--- src/enc_led_pkg.sv ---
// Shared constants for the encoder position and module indicator block
package enc_led_pkg;
    // Register byte offsets
    localparam logic [7:0] OFF_CONTROL = 8'h00;
    localparam logic [7:0] OFF_POSITION = 8'h04;
    localparam logic [7:0] OFF_CAPTURED = 8'h08;
    localparam logic [7:0] OFF_STATUS = 8'h0C;
    localparam logic [7:0] OFF_IRQ_MASK = 8'h10;
    localparam logic [7:0] OFF_LED_STATE = 8'h14;
    // Control fields
    localparam int CTL_RES_LSB = 0;
    localparam int CTL_MODE_LSB = 2;
    localparam int CTL_ACT_BIT = 4;
    localparam logic [4:0] CONTROL_RESET = 5'h12;
    // Resolution codes and edge masks
    localparam logic [1:0] RES_1024 = 2'h0;
    localparam logic [1:0] RES_2048 = 2'h1;
    localparam logic [1:0] RES_4096 = 2'h2;
    localparam logic [1:0] MASK_1024 = 2'h3;
    localparam logic [1:0] MASK_2048 = 2'h1;
    localparam logic [1:0] MASK_4096 = 2'h0;
    // Capture input modes
    localparam logic [1:0] CAP_OFF = 2'h0;
    localparam logic [1:0] CAP_INDEXER = 2'h1;
    localparam logic [1:0] CAP_STOP_JOG = 2'h2;
    // Status bits
    localparam int ST_CAPTURE = 0;
    localparam int ST_FAULT = 1;
    localparam int ST_ABS_ERR = 2;
    localparam int ST_WIDTH = 3;
    // Absolute encoder layout
    localparam int ABS_TURN_BITS = 21;
    localparam int ABS_ANGLE_BITS = 11;
    localparam int POS_BITS = 32;
    // Three red blinks = six half periods
    localparam logic [2:0] ERR_HALVES = 3'h6;
    // Indicator timing
    localparam int CLK_HZ = 40_000_000;
    localparam int FLASH_HALF_MS = 250;
    localparam int FLASH_HALF_CYCLES = (CLK_HZ / 1000) * FLASH_HALF_MS;
    // Indicator pattern codes shown in LED_STATE
    typedef enum logic [2:0] {
        PAT_OFF, PAT_OVERTEMP, PAT_COMM_FAIL, PAT_LATCHED_RED,
        PAT_ABS_ERR, PAT_INIT, PAT_WAIT_LINK, PAT_OPERATIONAL
    } pattern_t;
endpackage

--- src/blink_timer.sv ---
// Flash time base: half-period tick and running phase
`timescale 1ns/10ps
module blink_timer #(
    parameter int HALF_CYCLES = enc_led_pkg::FLASH_HALF_CYCLES
) (
    // Clock and reset
    input wire logic clk,
    input wire logic reset_n,
    // Time base
    output logic tick,
    output logic phase
);
    logic [31:0] cnt_r;
    logic phase_r;
    wire last = (cnt_r == 32'(HALF_CYCLES - 1));

    always_ff @(posedge clk or negedge reset_n) begin
        if (!reset_n) begin
            cnt_r <= 32'h0;
            phase_r <= 1'b0;
        end else if (last) begin
            cnt_r <= 32'h0;
            phase_r <= ~phase_r;
        end else begin
            cnt_r <= cnt_r + 32'h1;
        end
    end

    assign tick = last;
    assign phase = phase_r;
endmodule

--- src/enc_position_led.sv ---
// Encoder position counter, capture, module indicator and register port
//
// Functional notes
// Incremental resolution programmable as 1024, 2048 or 4096 counts per turn.
// Position is held in a 32-bit counter.
// Incremental position clears to zero at power-up reset.
// Absolute encoder uses fixed 2048 counts per turn, not programmable.
// Absolute position joins 21-bit turn count with 11-bit angle.
// Absolute position is valid after power returns, no homing needed.
// Inactive-to-active capture input edge latches position and sends it to host.
// Start-indexer mode latches position on every input transition.
// Stop-jog mode latches only while jog or registration move runs.
// Processor link failure alternates red/green, held until power cycle.
// Flash green while waiting for network physical link.
// Steady green when drive and network are operational.
// Setting change with network indicator flashing: flash red, held.
// Flash write failure otherwise: flash red, held until power cycle.
// Overtemperature: steady red until power removed.
// Blink green during power-up initialization.
// Absolute encoder error at power-up: exactly three red blinks.
// Count up or down one per decoded edge, wrapping modulo 2^32; code counts every edge at 4096, every 2nd at 2048, every 4th at 1024.
// Latched faults take priority over initialization and operational patterns.
`timescale 1ns/10ps
module enc_position_led #(
    parameter int FLASH_CYCLES = enc_led_pkg::FLASH_HALF_CYCLES
) (
    // Clock and reset
    input wire logic clk,
    input wire logic reset_n,
    // Register port
    input wire logic [7:0] addr,
    input wire logic [31:0] wdata,
    input wire logic wr_en,
    input wire logic rd_en,
    output logic [31:0] rdata,
    // Encoder option and incremental channels
    input wire logic abs_fitted,
    input wire logic chan_a,
    input wire logic chan_b,
    // Absolute encoder
    input wire logic abs_valid,
    input wire logic [enc_led_pkg::ABS_TURN_BITS-1:0] abs_turns,
    input wire logic [enc_led_pkg::ABS_ANGLE_BITS-1:0] abs_angle,
    input wire logic abs_error,
    // Capture input and motion state
    input wire logic capture_in,
    input wire logic move_active,
    // Drive and network condition
    input wire logic init_done,
    input wire logic link_up,
    input wire logic drive_ok,
    input wire logic net_ok,
    input wire logic network_indicator_flashing,
    input wire logic comm_fail,
    input wire logic setting_changed,
    input wire logic flash_write_fail,
    input wire logic overtemp,
    // Host capture output
    output logic [31:0] capture_value,
    output logic capture_valid,
    // Module indicator and interrupt
    output logic module_indicator_red,
    output logic module_indicator_green,
    output logic irq
);
    ////////////////////////////////////////////////////////////////////
    logic [4:0] control_r;
    logic [enc_led_pkg::ST_WIDTH-1:0] status_r;
    logic [enc_led_pkg::ST_WIDTH-1:0] mask_r;
    logic [31:0] pos_r;
    logic [31:0] pos_nxt;
    logic pos_valid_r;
    logic [1:0] fine_r;
    logic cap_prev_r;
    logic [31:0] cap_r;
    logic cap_valid_r;
    logic ot_lat_r;
    logic comm_lat_r;
    logic red_lat_r;
    logic [2:0] err_cnt_r;
    logic err_done_r;
    logic red_r;
    logic green_r;
    logic irq_r;
    logic [31:0] rdata_r;
    logic step;
    logic up;
    logic tick;
    logic phase;
    enc_led_pkg::pattern_t pat;

    quad_decoder u_quad (
        .clk(clk),
        .reset_n(reset_n),
        .chan_a(chan_a),
        .chan_b(chan_b),
        .step(step),
        .up(up)
    );

    blink_timer #(.HALF_CYCLES(FLASH_CYCLES)) u_blink (
        .clk(clk),
        .reset_n(reset_n),
        .tick(tick),
        .phase(phase)
    );

    ////////////////////////////////////////////////////////////////////
    // Control decode
    wire [1:0] res_sel = control_r[enc_led_pkg::CTL_RES_LSB +: 2];
    wire [1:0] cap_mode = control_r[enc_led_pkg::CTL_MODE_LSB +: 2];
    wire act_high = control_r[enc_led_pkg::CTL_ACT_BIT];
    wire [1:0] edge_mask = (res_sel == enc_led_pkg::RES_1024) ? enc_led_pkg::MASK_1024 :
                           (res_sel == enc_led_pkg::RES_2048) ? enc_led_pkg::MASK_2048 :
                           enc_led_pkg::MASK_4096;
    wire sel_control = (addr == enc_led_pkg::OFF_CONTROL);
    wire sel_status = (addr == enc_led_pkg::OFF_STATUS);
    wire sel_mask = (addr == enc_led_pkg::OFF_IRQ_MASK);

    ////////////////////////////////////////////////////////////////////
    // Position counter
    wire [1:0] fine_up = fine_r + 2'h1;
    wire [1:0] fine_dn = fine_r - 2'h1;
    wire inc_pulse = step && up && ((fine_up & edge_mask) == 2'h0);
    wire dec_pulse = step && !up && ((fine_r & edge_mask) == 2'h0);
    wire [31:0] abs_pos = {abs_turns, abs_angle};

    always_comb begin
        pos_nxt = pos_r;
        if (abs_fitted) begin
            if (abs_valid) begin
                pos_nxt = abs_pos;
            end
        end else if (inc_pulse) begin
            pos_nxt = pos_r + 32'h1;
        end else if (dec_pulse) begin
            pos_nxt = pos_r - 32'h1;
        end
    end

    always_ff @(posedge clk or negedge reset_n) begin
        if (!reset_n) begin
            pos_r <= 32'h0;
            fine_r <= 2'h0;
            pos_valid_r <= 1'b0;
        end else begin
            pos_r <= pos_nxt;
            if (!abs_fitted && step) begin
                fine_r <= up ? fine_up : fine_dn;
            end
            pos_valid_r <= pos_valid_r || !abs_fitted || abs_valid;
        end
    end

    ////////////////////////////////////////////////////////////////////
    // Capture input
    wire cap_active = capture_in ~^ act_high;
    wire cap_rise = cap_active && !cap_prev_r;
    wire cap_any = cap_active != cap_prev_r;
    wire cap_fire = (cap_mode == enc_led_pkg::CAP_INDEXER) ? cap_any :
                    (cap_mode == enc_led_pkg::CAP_STOP_JOG) ? (cap_rise && move_active) :
                    1'b0;

    always_ff @(posedge clk or negedge reset_n) begin
        if (!reset_n) begin
            cap_prev_r <= 1'b0;
            cap_r <= 32'h0;
            cap_valid_r <= 1'b0;
        end else begin
            cap_prev_r <= cap_active;
            cap_valid_r <= cap_fire;
            if (cap_fire) begin
                cap_r <= pos_r;
            end
        end
    end

    ////////////////////////////////////////////////////////////////////
    // Fault latches, only a power cycle clears them
    wire red_set = (setting_changed && network_indicator_flashing)
                   || (flash_write_fail && !network_indicator_flashing);
    wire err_start = abs_fitted && abs_error && !init_done && !err_done_r;

    always_ff @(posedge clk or negedge reset_n) begin
        if (!reset_n) begin
            ot_lat_r <= 1'b0;
            comm_lat_r <= 1'b0;
            red_lat_r <= 1'b0;
            err_cnt_r <= 3'h0;
            err_done_r <= 1'b0;
        end else begin
            ot_lat_r <= ot_lat_r || overtemp;
            comm_lat_r <= comm_lat_r || comm_fail;
            red_lat_r <= red_lat_r || red_set;
            if (err_start) begin
                err_cnt_r <= enc_led_pkg::ERR_HALVES;
                err_done_r <= 1'b1;
            end else if (tick && err_cnt_r != 3'h0) begin
                err_cnt_r <= err_cnt_r - 3'h1;
            end
        end
    end

    ////////////////////////////////////////////////////////////////////
    // Indicator pattern priority
    assign pat = ot_lat_r ? enc_led_pkg::PAT_OVERTEMP :
                 comm_lat_r ? enc_led_pkg::PAT_COMM_FAIL :
                 red_lat_r ? enc_led_pkg::PAT_LATCHED_RED :
                 (err_cnt_r != 3'h0) ? enc_led_pkg::PAT_ABS_ERR :
                 !init_done ? enc_led_pkg::PAT_INIT :
                 !link_up ? enc_led_pkg::PAT_WAIT_LINK :
                 (drive_ok && net_ok) ? enc_led_pkg::PAT_OPERATIONAL :
                 enc_led_pkg::PAT_OFF;

    logic red_nxt;
    logic green_nxt;
    always_comb begin
        red_nxt = 1'b0;
        green_nxt = 1'b0;
        case (pat)
            enc_led_pkg::PAT_OVERTEMP: begin
                red_nxt = 1'b1;
            end
            enc_led_pkg::PAT_COMM_FAIL: begin
                red_nxt = phase;
                green_nxt = ~phase;
            end
            enc_led_pkg::PAT_LATCHED_RED: begin
                red_nxt = phase;
            end
            enc_led_pkg::PAT_ABS_ERR: begin
                red_nxt = err_cnt_r[0];
            end
            enc_led_pkg::PAT_INIT: begin
                green_nxt = phase;
            end
            enc_led_pkg::PAT_WAIT_LINK: begin
                green_nxt = phase;
            end
            enc_led_pkg::PAT_OPERATIONAL: begin
                green_nxt = 1'b1;
            end
            default: begin
                red_nxt = 1'b0;
                green_nxt = 1'b0;
            end
        endcase
    end

    always_ff @(posedge clk or negedge reset_n) begin
        if (!reset_n) begin
            red_r <= 1'b0;
            green_r <= 1'b0;
        end else begin
            red_r <= red_nxt;
            green_r <= green_nxt;
        end
    end

    ////////////////////////////////////////////////////////////////////
    // Registers and interrupt
    wire [enc_led_pkg::ST_WIDTH-1:0] st_events;
    assign st_events[enc_led_pkg::ST_CAPTURE] = cap_fire;
    assign st_events[enc_led_pkg::ST_FAULT] = overtemp || comm_fail || red_set;
    assign st_events[enc_led_pkg::ST_ABS_ERR] = err_start;
    wire [enc_led_pkg::ST_WIDTH-1:0] st_clear =
        (wr_en && sel_status) ? wdata[enc_led_pkg::ST_WIDTH-1:0] : '0;
    // Set wins over a clear in the same cycle
    wire [enc_led_pkg::ST_WIDTH-1:0] status_nxt = (status_r & ~st_clear) | st_events;

    wire [31:0] rd_mux =
        (addr == enc_led_pkg::OFF_CONTROL) ? {27'h0, control_r} :
        (addr == enc_led_pkg::OFF_POSITION) ? pos_r :
        (addr == enc_led_pkg::OFF_CAPTURED) ? cap_r :
        (addr == enc_led_pkg::OFF_STATUS) ? {29'h0, status_r} :
        (addr == enc_led_pkg::OFF_IRQ_MASK) ? {29'h0, mask_r} :
        (addr == enc_led_pkg::OFF_LED_STATE) ? {27'h0, pos_valid_r, 1'b0, pat} :
        32'h0;

    always_ff @(posedge clk or negedge reset_n) begin
        if (!reset_n) begin
            control_r <= enc_led_pkg::CONTROL_RESET;
            status_r <= '0;
            mask_r <= '0;
            irq_r <= 1'b0;
            rdata_r <= 32'h0;
        end else begin
            if (wr_en && sel_control) begin
                control_r <= wdata[4:0];
            end
            if (wr_en && sel_mask) begin
                mask_r <= wdata[enc_led_pkg::ST_WIDTH-1:0];
            end
            status_r <= status_nxt;
            irq_r <= |(status_nxt & mask_r);
            rdata_r <= rd_en ? rd_mux : 32'h0;
        end
    end

    assign rdata = rdata_r;
    assign capture_value = cap_r;
    assign capture_valid = cap_valid_r;
    assign module_indicator_red = red_r;
    assign module_indicator_green = green_r;
    assign irq = irq_r;
endmodule

--- src/quad_decoder.sv ---
// Quadrature edge decoder: one step pulse per A/B edge with direction
`timescale 1ns/10ps
module quad_decoder (
    // Clock and reset
    input wire logic clk,
    input wire logic reset_n,
    // Encoder channels
    input wire logic chan_a,
    input wire logic chan_b,
    // Decoded edge
    output logic step,
    output logic up
);
    logic a_r;
    logic b_r;
    wire moved = (a_r ^ chan_a) ^ (b_r ^ chan_b);

    always_ff @(posedge clk or negedge reset_n) begin
        if (!reset_n) begin
            a_r <= 1'b0;
            b_r <= 1'b0;
        end else begin
            a_r <= chan_a;
            b_r <= chan_b;
        end
    end

    // Double transitions are illegal and dropped
    assign step = moved;
    assign up = a_r ^ chan_b;
endmodule

--- config.mk ---
export PLATFORM = sky130hd
export DESIGN_NAME = enc_position_led
export DESIGN_NICKNAME = d
export VERILOG_FILES = /design/src/enc_led_pkg.sv /design/src/blink_timer.sv /design/src/enc_position_led.sv /design/src/quad_decoder.sv
export SDC_FILE = /design/constraint.sdc
export NUM_CORES = 1
export LEC_CHECK = 0
export BUFFER_PORTS_ARGS = -buffer_cell sky130_fd_sc_hd__clkbuf_2
export CAP_MARGIN = 10
export CORE_ASPECT_RATIO = 0.6
export CORE_MARGIN = 5
export CORE_UTILIZATION = 55
export CTS_CLUSTER_SIZE = 24
export DETAILED_ROUTE_END_ITERATION = 16
export PLACE_DENSITY = 0.8
export SETUP_SLACK_MARGIN = 0.4
export SLEW_MARGIN = 20
export SYNTH_ARGS = -nofsm -noshare
export SYNTH_HDL_FRONTEND = slang
export SYNTH_SLANG_ARGS = --single-unit
export TNS_END_PERCENT = 20
--- constraint.sdc ---
create_clock -name clk -period 5.13 [get_ports clk]
set_input_delay 0.513 -clock clk [delete_from_list [all_inputs] [get_ports clk]]
set_output_delay 0.513 -clock clk [all_outputs]
set_load 0.02 [all_outputs]
==> metrics.csv <==
stage;metric;value;unit
floorplanning;CORE AREA;15200;µm²
layout;multi-input logic area;4360;µm²
logic_synthesis;dominant cells by area after synthesis;dfrtp_1 46%, mux2_2 5.6%, ha_1 5.2%;
logic_synthesis;post-synthesis sequential area ratio;46.6;%
floorplanning;# IOs;160;
logic_synthesis;Gate Count Post-Synth;845;
sta;Slew @ Worst Pin;1.02;ns
place;port bufs;132;
sta;Setup TNS;0;ns
global_routing;global-route wire length before repair;34500;µm
cts;root buf cell;clkbuf_16;
global_routing;largest net degree at the start of global routing;72;
power;Peak supply drop;0.263;mV
floorplanning;Starting Density;55.6;%
drt;Initial DRC Count;797;
logic_synthesis;post-synth design cell area;8440;µm²
logic_synthesis;Yosys top cell area share;45.9;%
sta;Final Max Slew Viols;0;
cts;Reg clk slew, reported paths;0.06;ns
logic_synthesis;Synth area leader;dfrtp_1;
drt;routed wire length per instance;17.7;µm
floorplanning;Die Height;106;µm
layout;Final Util;65.5;%
logic_synthesis;Synth warnings;0;
logic_synthesis;ys flop type;dfrtp_1;
worst_setup_path;crit path DAT;4.42;ns
sta;crit path time final;4.12;ns
drt;DRT Wirelength;21100;µm
drt;antenna viol nets, final;0;
place;DP Wirelength;15000;µm
layout;layout cells sized above 1;24.5;%
logic_synthesis;Mean Syn Cell Area;9.99;µm²
layout;Area Growth Syn to Fin;17.9;%
worst_setup_path;CP Launch Type;register;
layout;register area;3930;µm²
cts;post-cts resize count;0;
outcome;status;finished, final reports clean;
cts;H-tree levels;4;
cts;TritonCTS clock tree;yes;
layout;commonest non-fill, non-tap cells in the layout;155 x dfrtp_1, 131 x clkbuf_2, 95 x nor2_1;
layout;commonest non-fill, non-tap cell in the layout;dfrtp_1;
drt;DR vias/cell;5.80;
cts;# hold bufs at CTS;1;
drt;drt pass-1 iters;7;
sta;Final Hold Vio Count;0;
floorplanning;die area;18000;µm²
sta;unrepaired setup endpoints after global routing;false;
sta;slew margin rel.;31.8;%
cts;worst-skew pair later-pin latency;0.42;ns
global_routing;gr usage total;23.9;%
logic_synthesis;Post-synth EDFFs;0;
logic_synthesis;synthesized flop and latch total;157;
sta;post-route clock skew;0.0131;ns
floorplanning;die boundary width;170;µm
logic_synthesis;FFs w/ async S/R, synth;100;%
worst_setup_path;critical setup path kind;register to register;
layout;fillers;1212;
logic_synthesis;count of different cell masters after synthesis;72;
logic_synthesis;Mapped Nets;973;
global_routing;initial antenna violation count;0;
min_path;Worst Hold Class;input pin to register;
place;global placement routability congestion;0.865;
global_routing;vias in the first global route;6617;
floorplanning;FP Rows;35;
global_routing;GRT Residual Overflow;0;
cts;Post-CTS Setup Inserts;0;
worst_setup_path;CP max FO;21;
cts;CTS max path bufs;2;
sta;maximum clock frequency;0.243;GHz
power;power per cell area;537;nW/µm²
layout;Antenna Cells;0;
drt;# DRC;0;
cts;Num CTS Buffers;17;
run;max_cap viols;0;
worst_setup_path;Critical Path End Type;register;
drt;via count;6930;
cts;clock sink count;157;
layout;Layout Nets;1106;
power;leak pwr;4.69;nW
sta;endpoints failing setup;0;
sta;Tcrit/Tclk final;80.3;%
worst_setup_path;CP required;5.42;ns
path summary, 6_finish.rpt:
kind	start	endpoint	depth (start not counted)	slack [ns]
worst min-delay path	chan_a	u_quad.a_r$_DFF_PN0_	1	0.23
min in group asynchronous	reset_n	err_cnt_r[2]$_DFFE_PN0P_	2	0.53
max in group asynchronous	reset_n	rdata[11]$_DFF_PN0_	3	3.47
worst max register to register	control_r[0]$_DFFE_PN0P_	pos_r[24]$_DFFE_PN0P_	13	1.01
worst max-delay path	control_r[0]$_DFFE_PN0P_	pos_r[24]$_DFFE_PN0P_	13	1.01
worst min register to register	u_blink.cnt_r[31]$_DFF_PN0_	u_blink.cnt_r[31]$_DFF_PN0_	1	0.47
synthesized netlist by cell type (all sizes together), types with 5 or more instances:
library cell,number
nor3,13
buf,5
and3,10
or2,5
a21oi,49
a211oi,6
clkbuf,24
nor2b,12
and4,5
nand4,10
nand2,77
a31oi,6
ha,35
o211ai,6
mux2i,14
xnor2,35
nor2,97
o21ai,42
a21o,15
mux2,42
inv,21
nand3,32
dfrtp,155
nand2b,6
and2,5
o21a,9
xor2,18
a22oi,28
layout make-up:
class	count	share of cell area (%)
clock inverters	13	1.31
multi-input cells	638	43.8
flip-flops and latches	157	39.5
well taps	203	2.55
repair buffers	143	7.55
inverters	21	0.792
clock buffers	19	4.55
critical path, stage by stage, from the launching register on:
cell and delay [ns]:
dfrtp_1 0.41, o21a_1 0.22, o21ai_2 0.78, inv_1 0.15
fa_1 0.45, nor2b_1 0.23, o211ai_1 0.15, a31o_2 0.28
a211oi_2 0.36, o21bai_1 0.18, a211oi_1 0.31, o22ai_1 0.17
mux2i_1 0.20, nand3_1 0.10
per-layer routing:
metal	track usage (%)	vias up	part of all wire, %
li1	-	3299	-
met1	37.6	3300	49
met2	33.2	310	41
met3	6.50	21	8.7
met4	3.99	0	0.82
met5	0	-	0
stage by stage:
| stage | cells | hold WS (ns) | instance area [µm²] | setup slack (ns) | power [mW] |
|---|---|---|---|---|---|
| final | 1194 | 0.230 | 9960 | 1.01 | 5.34 |
| after global routing | 1194 | 0.214 | 9960 | 0.713 | 5.70 |
| after CTS | 1194 | 0.215 | 9960 | 1.05 | 5.34 |
| after detailed placement | 1161 | 0.426 | 9360 | 1.09 | 4.05 |
| after global placement | 1161 | 0.424 | 9360 | 1.21 | 3.97 |
| after floorplan | 845 | 0.217 | 8440 | 0.749 | 3.45 |
kinds of logic (layout without fill, tap and decap cells):
family	count (synthesis)	count (layout)	synth area share, %
multiplexers	59	59	8.06
XOR/XNOR	53	53	5.50
AO/OA/AOI/OAI	190	190	15.0
AND/OR/NAND/NOR	300	300	17.2
adder cells (fa/ha/maj)	36	36	5.42
flip-flops	157	157	46.6
buffers and inverters	50	196	2.31
report_power, final:
group,switching [mW],leakage (nW),internal (mW),total [mW]
registers,0.273,2.02,1.49,1.77
logic,1.33,2.40,0.991,2.32
clock network,0.552,0.279,0.705,1.26
total,2.15,4.69,3.19,5.34
registers in the layout, summed over array words and instances, names as in the netlist, 2 cells and up:
signal and count:
fine_r 2, mask_r 3, capture_value 32, status_r 3, rdata 32, u_blink.cnt_r 32
control_r 5, pos_r 32, err_cnt_r 3
Note: power is estimated with default switching activity, not from simulation.
